`src/design/image_loader_consts.svh`:
```
`ifndef IMAGE_LOADER_CONSTS_SVH
`define IMAGE_LOADER_CONSTS_SVH

// Image layout
`define MARKER_ADDR      9'h000
`define MARKER_VALUE     8'hA5
`define MAC_FIRST_ADDR   9'h001
`define MAC_LAST_ADDR    9'h006
`define FS_INTERVAL_ADDR 9'h007
`define HS_INTERVAL_ADDR 9'h008
`define CFG_FLAGS_ADDR   9'h009
`define LANG_LO_ADDR     9'h00A
`define LANG_HI_ADDR     9'h00B
`define PTR_FIRST_ADDR   9'h00C
`define PTR_LAST_ADDR    9'h01D
`define WAKE_LO_ADDR     9'h01E
`define WAKE_HI_ADDR     9'h01F
`define PME_FLAGS_ADDR   9'h020
`define PAD_ADDR         9'h021
`define LANG_LEN         8'h02

// Built-in defaults
`define MAC_DEFAULT      48'hFFFF_FFFF_FFFF
`define FS_INT_DEFAULT   8'h01
`define HS_INT_DEFAULT   8'h04
`define CFG_FLAGS_DEFAULT 8'h04
`define WAKE_DEFAULT     11'h000
`define PME_DEFAULT      8'h00
`define LANG_DEFAULT     16'h0000

// Config flag fields
`define FLAG_SELF_POWER_BIT 1
`define FLAG_REMOTE_WAKE_BIT 2

// Register offsets and bit positions
`define REG_CTRL         4'h0
`define REG_STATUS       4'h1
`define REG_MAC_LO       4'h2
`define REG_MAC_HI       4'h3
`define REG_INTERVALS    4'h4
`define REG_WAKE         4'h5
`define CTRL_RELOAD_BIT  0
`define STAT_BUSY_BIT    0
`define STAT_LOADED_BIT  1
`define STAT_ABSENT_BIT  2

`endif

```
`src/design/image_loader_pkg.sv`:
```
package image_loader_pkg;

    typedef enum logic [2:0] {
        LOAD_IDLE   = 3'b000,
        LOAD_MARKER = 3'b001,
        LOAD_COPY   = 3'b010,
        LOAD_DONE   = 3'b011,
        LOAD_ABSENT = 3'b100
    } load_state_type;

    // Descriptor kinds; 0..8 follow the pointer pairs in image order
    typedef enum logic [3:0] {
        DESC_MANUFACTURER = 4'h0,
        DESC_PRODUCT      = 4'h1,
        DESC_SERIAL       = 4'h2,
        DESC_CONFIG_STR   = 4'h3,
        DESC_IFACE_STR    = 4'h4,
        DESC_HS_DEVICE    = 4'h5,
        DESC_HS_CONFIG    = 4'h6,
        DESC_FS_DEVICE    = 4'h7,
        DESC_FS_CONFIG    = 4'h8,
        DESC_LANGUAGE     = 4'h9
    } desc_kind_type;

endpackage : image_loader_pkg

```
`src/design/image_store.sv`:
```
module image_store #(
    parameter int DEPTH = 512,
    parameter int AW    = 9
) (
    // Clock and reset
    input  wire logic          core_clk,
    input  wire logic          resetn,
    // Write port from loader
    input  wire logic          wr_en,
    input  wire logic [AW-1:0] wr_addr,
    input  wire logic [7:0]    wr_data,
    // Read port, data one cycle after rd_en
    input  wire logic          rd_en,
    input  wire logic [AW-1:0] rd_addr,
    output logic      [7:0]    rd_data_q
);

    // No reset on the array so it maps onto plain RAM
    logic [7:0] mem [DEPTH];

    always_ff @(posedge core_clk) begin
        if (wr_en) begin
            mem[wr_addr] <= wr_data;
        end
    end

    always_ff @(posedge core_clk or negedge resetn) begin
        if (!resetn) begin
            rd_data_q <= 8'h00;
        end else if (rd_en) begin
            rd_data_q <= mem[rd_addr];
        end
    end

endmodule : image_store

```
`src/design/descriptor_reader.sv`:
```
module descriptor_reader #(
    parameter int AW = 9
) (
    // Clock and reset
    input  wire logic          core_clk,
    input  wire logic          resetn,
    // Transfer request
    input  wire logic          start,
    input  wire logic [AW-1:0] start_addr,
    input  wire logic [7:0]    count,
    // Store read port
    output logic               rd_en,
    output logic      [AW-1:0] rd_addr,
    // Store data valid this cycle
    output logic               byte_valid_q,
    output logic               byte_last_q,
    output logic               busy
);

    logic          active_q;
    logic [AW-1:0] addr_q;
    logic [7:0]    left_q;

    assign rd_en   = active_q;
    assign rd_addr = addr_q;
    assign busy    = active_q | byte_valid_q;

    always_ff @(posedge core_clk or negedge resetn) begin
        if (!resetn) begin
            active_q <= 1'b0;
            addr_q   <= '0;
            left_q   <= 8'h00;
        end else if (start && !active_q) begin
            active_q <= (count != 8'h00);
            addr_q   <= start_addr;
            left_q   <= count;
        end else if (active_q) begin
            addr_q   <= addr_q + 1'b1;
            left_q   <= left_q - 8'h01;
            active_q <= (left_q != 8'h01);
        end
    end

    // Store answers one cycle after the address
    always_ff @(posedge core_clk or negedge resetn) begin
        if (!resetn) begin
            byte_valid_q <= 1'b0;
            byte_last_q  <= 1'b0;
        end else begin
            byte_valid_q <= active_q;
            byte_last_q  <= active_q && (left_q == 8'h01);
        end
    end

endmodule : descriptor_reader

```
`src/design/image_loader.sv`:
```
// Functional notes
// - Load only when byte zero equals A5h
// - No marker: stop, keep built-in defaults
// - Marker present: copy image into 512-byte store
// - Bytes 1 to 6 form MAC, ascending
// - Byte 07h: full-speed interrupt polling interval
// - Byte 08h: high-speed interrupt polling interval
// - Byte 09h: power, wakeup, LED function flags
// - Bytes 0Ah/0Bh: language ID, low first
// - String pointers: length then word offset
// - Word offset times two gives byte address
// - Zero length means descriptor not provided
// - 16h..19h: high-speed device and config pointers
// - 1Ah..1Dh: full-speed device and config pointers
// - 1Eh/1Fh: wake enables for pins 10..0
// - Byte 20h: wake event signalling flags
// - Byte 21h is padding, ignored
// - String descriptors served byte for byte unchanged
//
// Strobed register access and the register offsets were decided locally.
`include "image_loader_consts.svh"

module image_loader
    import image_loader_pkg::*;
#(
    parameter int IMAGE_BYTES = 512,
    parameter int AW          = 9
) (
    // Clock and reset
    input  wire logic          core_clk,
    input  wire logic          resetn,
    // Register port
    input  wire logic [3:0]    reg_addr,
    input  wire logic [31:0]   reg_wdata,
    input  wire logic          reg_wr,
    input  wire logic          reg_rd,
    output logic      [31:0]   reg_rdata_q,
    // Byte read port of the serial memory controller
    output logic               ee_rd_req_q,
    output logic      [AW-1:0] ee_addr_q,
    input  wire logic          ee_rd_valid,
    input  wire logic [7:0]    ee_rd_data,
    // Loaded configuration
    output logic               load_busy_q,
    output logic               load_done_q,
    output logic               marker_ok_q,
    output logic      [47:0]   mac_addr_q,
    output logic      [7:0]    fs_interval_q,
    output logic      [7:0]    hs_interval_q,
    output logic      [7:0]    cfg_flags_q,
    output logic               self_powered_q,
    output logic               remote_wake_q,
    output logic      [15:0]   lang_id_q,
    output logic      [10:0]   gpio_wake_en_q,
    output logic      [7:0]    pme_flags_q,
    // Descriptor fetch from the control logic
    input  wire logic          desc_req,
    input  wire logic [3:0]    desc_kind,
    input  wire logic [7:0]    desc_req_len,
    output logic               desc_valid_q,
    output logic      [7:0]    desc_data_q,
    output logic               desc_last_q,
    output logic               desc_none_q
);

    function automatic logic [AW-1:0] word_to_byte(input logic [7:0] word_off);
        word_to_byte = {word_off, 1'b0};
    endfunction : word_to_byte

    function automatic logic [7:0] min8(input logic [7:0] a, input logic [7:0] b);
        min8 = (a < b) ? a : b;
    endfunction : min8

    localparam logic [AW-1:0] LAST_ADDR = AW'(IMAGE_BYTES - 1);

    load_state_type state_q;
    logic           start_pending_q;
    logic           accept;
    logic           reload_wr;
    logic [7:0]     ptr_len_q [9];
    logic [7:0]     ptr_off_q [9];
    logic [3:0]     ptr_idx;
    logic           rd_en;
    logic [AW-1:0]  rd_addr;
    logic [7:0]     store_data;
    logic           rdr_valid;
    logic           rdr_last;
    logic           rdr_busy;
    logic           rdr_start;
    logic [AW-1:0]  rdr_addr;
    logic [7:0]     rdr_count;
    logic [7:0]     sel_len;
    logic [AW-1:0]  sel_addr;

    assign reload_wr = reg_wr && (reg_addr == `REG_CTRL) && reg_wdata[`CTRL_RELOAD_BIT];
    // Only bytes of a marked image reach the store and fields
    assign accept = ee_rd_valid && ((state_q == LOAD_COPY)
                 || (state_q == LOAD_MARKER && ee_rd_data == `MARKER_VALUE));
    assign ptr_idx = 4'(ee_addr_q[4:1] - 4'h6);

    // Load sequencing
    always_ff @(posedge core_clk or negedge resetn) begin
        if (!resetn) begin
            state_q         <= LOAD_IDLE;
            start_pending_q <= 1'b1;
            ee_rd_req_q     <= 1'b0;
            ee_addr_q       <= '0;
        end else begin
            ee_rd_req_q <= 1'b0;
            if (reload_wr) begin
                start_pending_q <= 1'b1;
            end
            case (state_q)
                LOAD_IDLE, LOAD_DONE, LOAD_ABSENT: begin
                    if (start_pending_q && !rdr_busy) begin
                        start_pending_q <= reload_wr;
                        ee_addr_q       <= `MARKER_ADDR;
                        ee_rd_req_q     <= 1'b1;
                        state_q         <= LOAD_MARKER;
                    end
                end
                LOAD_MARKER: begin
                    if (ee_rd_valid) begin
                        if (ee_rd_data == `MARKER_VALUE) begin
                            ee_addr_q   <= `MAC_FIRST_ADDR;
                            ee_rd_req_q <= 1'b1;
                            state_q     <= LOAD_COPY;
                        end else begin
                            state_q <= LOAD_ABSENT;
                        end
                    end
                end
                LOAD_COPY: begin
                    if (ee_rd_valid) begin
                        if (ee_addr_q == LAST_ADDR) begin
                            state_q <= LOAD_DONE;
                        end else begin
                            ee_addr_q   <= ee_addr_q + 1'b1;
                            ee_rd_req_q <= 1'b1;
                        end
                    end
                end
                default: begin
                    state_q <= LOAD_IDLE;
                end
            endcase
        end
    end

    // Status flags
    always_ff @(posedge core_clk or negedge resetn) begin
        if (!resetn) begin
            load_busy_q <= 1'b1;
            load_done_q <= 1'b0;
            marker_ok_q <= 1'b0;
        end else begin
            load_busy_q <= start_pending_q || state_q == LOAD_MARKER || state_q == LOAD_COPY;
            load_done_q <= (state_q == LOAD_DONE);
            marker_ok_q <= (state_q == LOAD_COPY) || (state_q == LOAD_DONE);
        end
    end

    // Fields go back to defaults at each load start, so an absent marker leaves them there
    always_ff @(posedge core_clk or negedge resetn) begin
        if (!resetn) begin
            mac_addr_q     <= `MAC_DEFAULT;
            fs_interval_q  <= `FS_INT_DEFAULT;
            hs_interval_q  <= `HS_INT_DEFAULT;
            cfg_flags_q    <= `CFG_FLAGS_DEFAULT;
            lang_id_q      <= `LANG_DEFAULT;
            gpio_wake_en_q <= `WAKE_DEFAULT;
            pme_flags_q    <= `PME_DEFAULT;
        end else if (state_q != LOAD_MARKER && state_q != LOAD_COPY && start_pending_q
                     && !rdr_busy) begin
            mac_addr_q     <= `MAC_DEFAULT;
            fs_interval_q  <= `FS_INT_DEFAULT;
            hs_interval_q  <= `HS_INT_DEFAULT;
            cfg_flags_q    <= `CFG_FLAGS_DEFAULT;
            lang_id_q      <= `LANG_DEFAULT;
            gpio_wake_en_q <= `WAKE_DEFAULT;
            pme_flags_q    <= `PME_DEFAULT;
        end else if (accept && state_q == LOAD_COPY) begin
            if (ee_addr_q >= `MAC_FIRST_ADDR && ee_addr_q <= `MAC_LAST_ADDR) begin
                mac_addr_q <= {mac_addr_q[39:0], ee_rd_data};
            end
            case (ee_addr_q)
                `FS_INTERVAL_ADDR: fs_interval_q <= ee_rd_data;
                `HS_INTERVAL_ADDR: hs_interval_q <= ee_rd_data;
                `CFG_FLAGS_ADDR:   cfg_flags_q <= ee_rd_data;
                `LANG_LO_ADDR:     lang_id_q[7:0] <= ee_rd_data;
                `LANG_HI_ADDR:     lang_id_q[15:8] <= ee_rd_data;
                `WAKE_LO_ADDR:     gpio_wake_en_q[7:0] <= ee_rd_data;
                `WAKE_HI_ADDR:     gpio_wake_en_q[10:8] <= ee_rd_data[2:0];
                `PME_FLAGS_ADDR:   pme_flags_q <= ee_rd_data;
                default: begin
                    // Pad byte and descriptor bodies live only in the store
                end
            endcase
        end
    end

    always_ff @(posedge core_clk or negedge resetn) begin
        if (!resetn) begin
            self_powered_q <= 1'b0;
            remote_wake_q  <= 1'b0;
        end else begin
            self_powered_q <= cfg_flags_q[`FLAG_SELF_POWER_BIT];
            remote_wake_q  <= cfg_flags_q[`FLAG_REMOTE_WAKE_BIT];
        end
    end

    // Pointer pairs: even byte is length, odd byte is word offset
    always_ff @(posedge core_clk or negedge resetn) begin
        if (!resetn) begin
            for (int i = 0; i < 9; i++) begin
                ptr_len_q[i] <= 8'h00;
                ptr_off_q[i] <= 8'h00;
            end
        end else if (state_q == LOAD_MARKER && ee_rd_valid) begin
            for (int i = 0; i < 9; i++) begin
                ptr_len_q[i] <= 8'h00;
            end
        end else if (accept && state_q == LOAD_COPY && ee_addr_q >= `PTR_FIRST_ADDR
                     && ee_addr_q <= `PTR_LAST_ADDR) begin
            if (!ee_addr_q[0]) begin
                ptr_len_q[ptr_idx] <= ee_rd_data;
            end else begin
                ptr_off_q[ptr_idx] <= ee_rd_data;
            end
        end
    end

    // Descriptor selection
    always_comb begin
        sel_len  = 8'h00;
        sel_addr = '0;
        if (desc_kind == DESC_LANGUAGE) begin
            sel_len  = `LANG_LEN;
            sel_addr = `LANG_LO_ADDR;
        end else if (desc_kind <= DESC_FS_CONFIG) begin
            sel_len  = ptr_len_q[desc_kind];
            sel_addr = word_to_byte(ptr_off_q[desc_kind]);
        end
    end

    // Zero stored length, no image, or empty request yields no data
    assign rdr_start = desc_req && !rdr_busy && !load_busy_q && marker_ok_q
                    && sel_len != 8'h00 && desc_req_len != 8'h00;
    assign rdr_addr  = sel_addr;
    assign rdr_count = min8(sel_len, desc_req_len);

    always_ff @(posedge core_clk or negedge resetn) begin
        if (!resetn) begin
            desc_none_q <= 1'b0;
        end else begin
            desc_none_q <= desc_req && !rdr_busy && !rdr_start;
        end
    end

    // Bytes leave exactly as stored
    always_ff @(posedge core_clk or negedge resetn) begin
        if (!resetn) begin
            desc_valid_q <= 1'b0;
            desc_data_q  <= 8'h00;
            desc_last_q  <= 1'b0;
        end else begin
            desc_valid_q <= rdr_valid;
            desc_data_q  <= rdr_valid ? store_data : 8'h00;
            desc_last_q  <= rdr_last;
        end
    end

    image_store #(
        .DEPTH (IMAGE_BYTES),
        .AW    (AW)
    ) u_store (
        .core_clk  (core_clk),
        .resetn    (resetn),
        .wr_en     (accept),
        .wr_addr   (ee_addr_q),
        .wr_data   (ee_rd_data),
        .rd_en     (rd_en),
        .rd_addr   (rd_addr),
        .rd_data_q (store_data)
    );

    descriptor_reader #(
        .AW (AW)
    ) u_reader (
        .core_clk     (core_clk),
        .resetn       (resetn),
        .start        (rdr_start),
        .start_addr   (rdr_addr),
        .count        (rdr_count),
        .rd_en        (rd_en),
        .rd_addr      (rd_addr),
        .byte_valid_q (rdr_valid),
        .byte_last_q  (rdr_last),
        .busy         (rdr_busy)
    );

    // Register read, data one cycle after the strobe
    always_ff @(posedge core_clk or negedge resetn) begin
        if (!resetn) begin
            reg_rdata_q <= 32'h0000_0000;
        end else if (reg_rd) begin
            case (reg_addr)
                `REG_STATUS:    reg_rdata_q <= {29'h0, !marker_ok_q && !load_busy_q,
                                                load_done_q, load_busy_q};
                `REG_MAC_LO:    reg_rdata_q <= mac_addr_q[31:0];
                `REG_MAC_HI:    reg_rdata_q <= {16'h0000, mac_addr_q[47:32]};
                `REG_INTERVALS: reg_rdata_q <= {pme_flags_q, cfg_flags_q,
                                                hs_interval_q, fs_interval_q};
                `REG_WAKE:      reg_rdata_q <= {lang_id_q, 5'h00, gpio_wake_en_q};
                default:        reg_rdata_q <= 32'h0000_0000;
            endcase
        end else begin
            reg_rdata_q <= 32'h0000_0000;
        end
    end

endmodule : image_loader

```
`config.mk`:
```
export PLATFORM = sky130hd
export DESIGN_NAME = image_loader
export DESIGN_NICKNAME = d
export VERILOG_FILES = /design/src/design/image_loader_pkg.sv /design/src/design/image_store.sv /design/src/design/descriptor_reader.sv /design/src/design/image_loader.sv
export VERILOG_INCLUDE_DIRS = /design/src /design/src/design
export SDC_FILE = /design/constraint.sdc
export NUM_CORES = 2
export LEC_CHECK = 0
export ABC_AREA = 0
export BUFFER_PORTS_ARGS = -buffer_cell sky130_fd_sc_hd__buf_2
export CAP_MARGIN = 20
export CORE_ASPECT_RATIO = 1.75
export CORE_MARGIN = 2
export CORE_UTILIZATION = 60
export CTS_BUF_LIST = sky130_fd_sc_hd__clkbuf_16
export CTS_CLUSTER_SIZE = 14
export DETAILED_ROUTE_END_ITERATION = 6
export GPL_TIMING_DRIVEN = 1
export PLACE_DENSITY = 0.85
export REMOVE_ABC_BUFFERS = 1
export SYNTH_ARGS = -nofsm -noshare
export SYNTH_HDL_FRONTEND = slang
export SYNTH_SLANG_ARGS = --single-unit
```
`constraint.sdc`:
```
create_clock -name core_clk -period 3.5 [get_ports core_clk]
set_input_delay 0.35 -clock core_clk [delete_from_list [all_inputs] [get_ports core_clk]]
set_output_delay 0.35 -clock core_clk [all_outputs]
set_load 0.03 [all_outputs]
```
==> results.cfg, run 1 <==
[status]
status = aborted with a tool error
haltStage = global routing (5_1_grt)
error = [ERROR GRT-0229] Vertical edge usage exceeds the maximum allowed. (20, 68) usage=65535 limit=2200

[place]
dp_hpwl_mm = 329
gp_congestion = 0.939
dpl_cell_area_mm2 = 0.189
io_buffers = 195

[synth]
synthArstFlopShare_pct = 7.69
synth_top_area_share_pct = 70.5
ys_seq_area_share_pct = 75.4
syn_avg_cell_area_um2 = 20.2
synth_area_mm2 = 0.174
synth_warnings = 0
yosys-top-cells-area = edfxtp_1, mux4_2, dfrtp_1
dominantRegCellSynth = edfxtp_1
ys_ff_latch = 4437
syn_inst = 8641
synth-edff-count = 4096
ys_top_cells_by_count = edfxtp_1, mux4_2, nor2_1
yosysMostFrequentCell = edfxtp_1
synth_cell_types = 84
synth_top_cell_by_area = edfxtp_1

[floorplan]
start_util_pct = 60.4
rows = 261
ioPinCount = 227
fp.dieH_um = 717
die_w_um = 412

[grt]
antenna_found_initial = 173
grt_max_degree = 229

[sta]
worst-ep-kind = register input
grt-worst-endpoint = u_store.rd_data_q[4]$_DFFE_PN0P_/D

[clock_network]
cts_root_buf = clkbuf_16
numCtsBuffers = 370
clock_path_buffers = 4
htreeDepth = 5
clock-sinks = 4437
what timing repair did:
item | CTS
gates cloned | 14
gates resized for setup | 194
endpoints found under the setup margin | 8
buffers inserted | 56
endpoints found under the hold margin | 147
pin swaps | 30
hold buffers | 19
cell families after synthesis:
family,count (synthesis),synth area share [%]
adder cells (fa/ha/maj),19,0.136
AO/OA/AOI/OAI,701,2.85
AND/OR/NAND/NOR,1307,3.15
XOR/XNOR,3,0.0151
buffers and inverters,590,1.81
multiplexers,1584,16.6
flip-flops,4437,75.4
per-stage QoR:
step / instances / hold slack (ns) / worst slack, ns / util (%) / TNS [ns]
3_5_place_dp: 13329 / 0.385 / -0.788 / 65.3 / -335.04
3_3_place_gp: 13327 / 0.410 / -0.644 / 65.3 / -201.25
4_1_cts: 13994 / 0.0100 / -0.181 / 69.6 / -0.681
2_1_floorplan: 8076 / 0.0544 / -42.02 / - / -689.70
==> run 2: changes to the inputs <==
- CORE_ASPECT_RATIO: 1.75 -> default
- CORE_UTILIZATION: 60 -> 40
- CTS_BUF_LIST: sky130_fd_sc_hd__clkbuf_16 -> default
- CTS_CLUSTER_SIZE: 14 -> default
- PLACE_DENSITY: 0.85 -> default
- PLACE_DENSITY_LB_ADDON: default -> 0.15
==> run 2 against run 1 <==
Effect of this change:
- the flow now finishes, with violations (max-slew violations, negative setup slack)
- synthesized area stayed put
- synthesized cell count stayed put
==> results.cfg, run 2 <==
[finish]
synthToLayoutAreaGrowth_pct = 21.9
nNetsFinal = 10542
largest_reg_flops = 4096
layout_commonest_cell = edfxtp_1
layout_common_cells = edfxtp_1, buf_4, mux4_2, nor2_1, clkbuf_16
stdcell_area_mm2 = 0.213
reg.largest.list = u_store.mem x4096, ptr_len_q x72, ptr_off_q x72
drive_above_1_share_pct = 36.1
stdcell_count = 16619
regMostFlops = u_store.mem

[place]
gp_congestion = 0.904
dp_hpwl_mm = 356
io_buffers = 195
dp_cells = 15541
dpl_cell_area_mm2 = 0.194

[synth]
yosys-top-cells-area = edfxtp_1, mux4_2, dfrtp_1
syn_inst = 8641
synth_top_area_share_pct = 70.5
syn_avg_cell_area_um2 = 20.2
synth_area_mm2 = 0.174
synth_cell_types = 84
ys_top_cells_by_count = edfxtp_1, mux4_2, nor2_1
yosysMostFrequentCell = edfxtp_1
synth_warnings = 0
ys_seq_area_share_pct = 75.4
synthArstFlopShare_pct = 7.69
synth-edff-count = 4096
dominantRegCellSynth = edfxtp_1
synth_top_cell_by_area = edfxtp_1
ys_ff_latch = 4437

[sta]
setup_slack_ns = -0.0387
hold_slack_ns = 0.164
worst_pin_slew_ns = 1.57
fmax_mhz = 283
final.period_utilization_pct = 101
slew_violations = 56
finalHoldViolations = 0
rsz0062_at_grt = true
min_period_ns = 3.54
relSlewSlack_pct = -4.49
setup_viol = 6
fin_setup_tns_ns = -0.148
skew_ns = 0.0542

[power_and_ir_drop]
pwr_density_cell_mw_per_mm2 = 509
ir_drop_v = 0.000416
power.leakage_nw = 72.1
p_total_w = 0.108

[clock_network]
htreeDepth = 5
cts_root_buf = clkbuf_16
clkTransAtPathRegs_ns = 0.06
clock-sinks = 4437
numCtsBuffers = 460
clock_path_buffers = 4
clk_latency_ns = 1.05
cts_tree = done

[routing]
firstDrtPassIters = 6
vias_per_cell = 5.80
ant_nets = 0
first_iter_violations = 11774
drc = 0
finalWirelength_mm = 554
routedWlPerCell_um = 33.3
vias = 96347

[status]
violations = max-slew violations, negative setup slack
status = complete, but fails checks

[floorplan]
ioPinCount = 227
fp.dieH_um = 664
die-area_mm2 = 0.441
die_w_um = 664
coreArea_mm2 = 0.435
rows = 242
start_util_pct = 40.2

[setup_path]
cp-start-kind = register
slowest_stage = dfrtp_4
end_kind = register
critPathTopFamily = buffers and inverters
crit_chain = buf_12, buf_12, buf_16, buf_4, bufbuf_16, mux4_2, a21oi_1, a21oi_1, a2bb2oi_2, o211ai_1, buf_4, a311oi_4, buf_6, a41oi_1, a21oi_1
regToRegSetupSlack_ns = -0.04
cp_slowest_stage_delay_ns = 0.48
cp_data_arrival_time_ns = 4.49
crit_top_cell = a21oi_1
path_max_fanout = 11
reg2reg_depth = 15
path_buf_inv = 7
worstSetupPathType = register to register
required_ns = 4.45
crit_cells = 15

[grt]
overflow = 0
antenna_found_initial = 38
grt.total_usage_pct = 24.7
grt_pass1_wl_mm = 772
grt_max_degree = 213
grt_pass1_vias = 97490

[hold_path]
holdPathStages = 6
hold_path.class = input port to register

[run]
cap_violations = 0
[run 2: cell counts after synthesis]
Identical to the previous run, type by type.
[run 2: final cells by class]
type	count	area, um^2
Sequential cell	4437	132000
Timing Repair Buffer	1923	17700
Multi-Input combinational cell	3614	41000
Inverter	25	109
Tap cell	5734	7170
Clock buffer	607	12500
Clock inverter	256	2560
Fill cell	35440	222000
Antenna cell	23	57.6
[run 2: power by group]
part / switching [W] / internal, W / total (W)
Sequential: 0.00000468 / 0.0579 / 0.0579
Combinational: 0.00116 / 0.000189 / 0.00135
Clock: 0.0209 / 0.0281 / 0.0490
Total: 0.0221 / 0.0862 / 0.108
[run 2: through the flow]
step	setup WS (ns)	utilization (%)
final	-0.0387	49.0
after global routing	-0.105	49.0
after global placement	-0.945	44.6
after detailed placement	-0.652	44.6
after CTS	-0.00365	48.8
after floorplan	-42.02	-
[run 2: final timing paths]
kind | from | endpoint
max | u_reader.rd_addr[0]$_DFFE_PN0P_ | u_store.rd_data_q[0]$_DFFE_PN0P_
min | desc_kind[3] | u_reader.rd_addr[6]$_DFFE_PN0P_
max reg2reg | u_reader.rd_addr[0]$_DFFE_PN0P_ | u_store.rd_data_q[0]$_DFFE_PN0P_
min reg2reg | cfg_flags_q[1]$_DFFE_PN0P_ | self_powered_q$_DFF_PN0_
max in group asynchronous | resetn | mac_addr_q[33]$_DFFE_PN1P_
min in group asynchronous | resetn | ptr_len_q[42]$_DFFE_PN0P_
[run 2: what timing repair did]
item                       in CTS  in global routing
setup endpoints to repair       8                 25
gates resized for setup       256                 82
gates cloned                   23                  5
hold buffers                   32                  0
hold endpoints to repair      550                  0
setup buffers                 121                 24
pin swaps                      52                 25
[run 2: per-layer routing]
| metal | GRT usage [%] | up-vias | part of all wire (%) |
|---|---|---|---|
| met2 | 39.6 | 4218 | 48 |
| met1 | 35.2 | 52126 | 42 |
| met4 | 7.33 | 4 | 3.2 |
| met3 | 3.50 | 742 | 7.2 |
| li1 | - | 39257 | - |
| met5 | 0 | - | 0.0047 |
[run 2: cell families after synthesis]
kind of cell	count (synthesis)	synth area share, %
flip-flops	4437	75.4
AND/OR/NAND/NOR	1307	3.15
AO/OA/AOI/OAI	701	2.85
adder cells (fa/ha/maj)	19	0.136
multiplexers	1584	16.6
buffers and inverters	590	1.81
XOR/XNOR	3	0.0151
[run 2: worst min-delay path, stage by stage]
cell      delay [ns]
buf_2           0.11
buf_4           0.20
nor2_1          0.12
a211oi_1        0.05
buf_4           0.16
a21oi_1         0.11
Note: power is estimated with default switching activity, not from simulation.
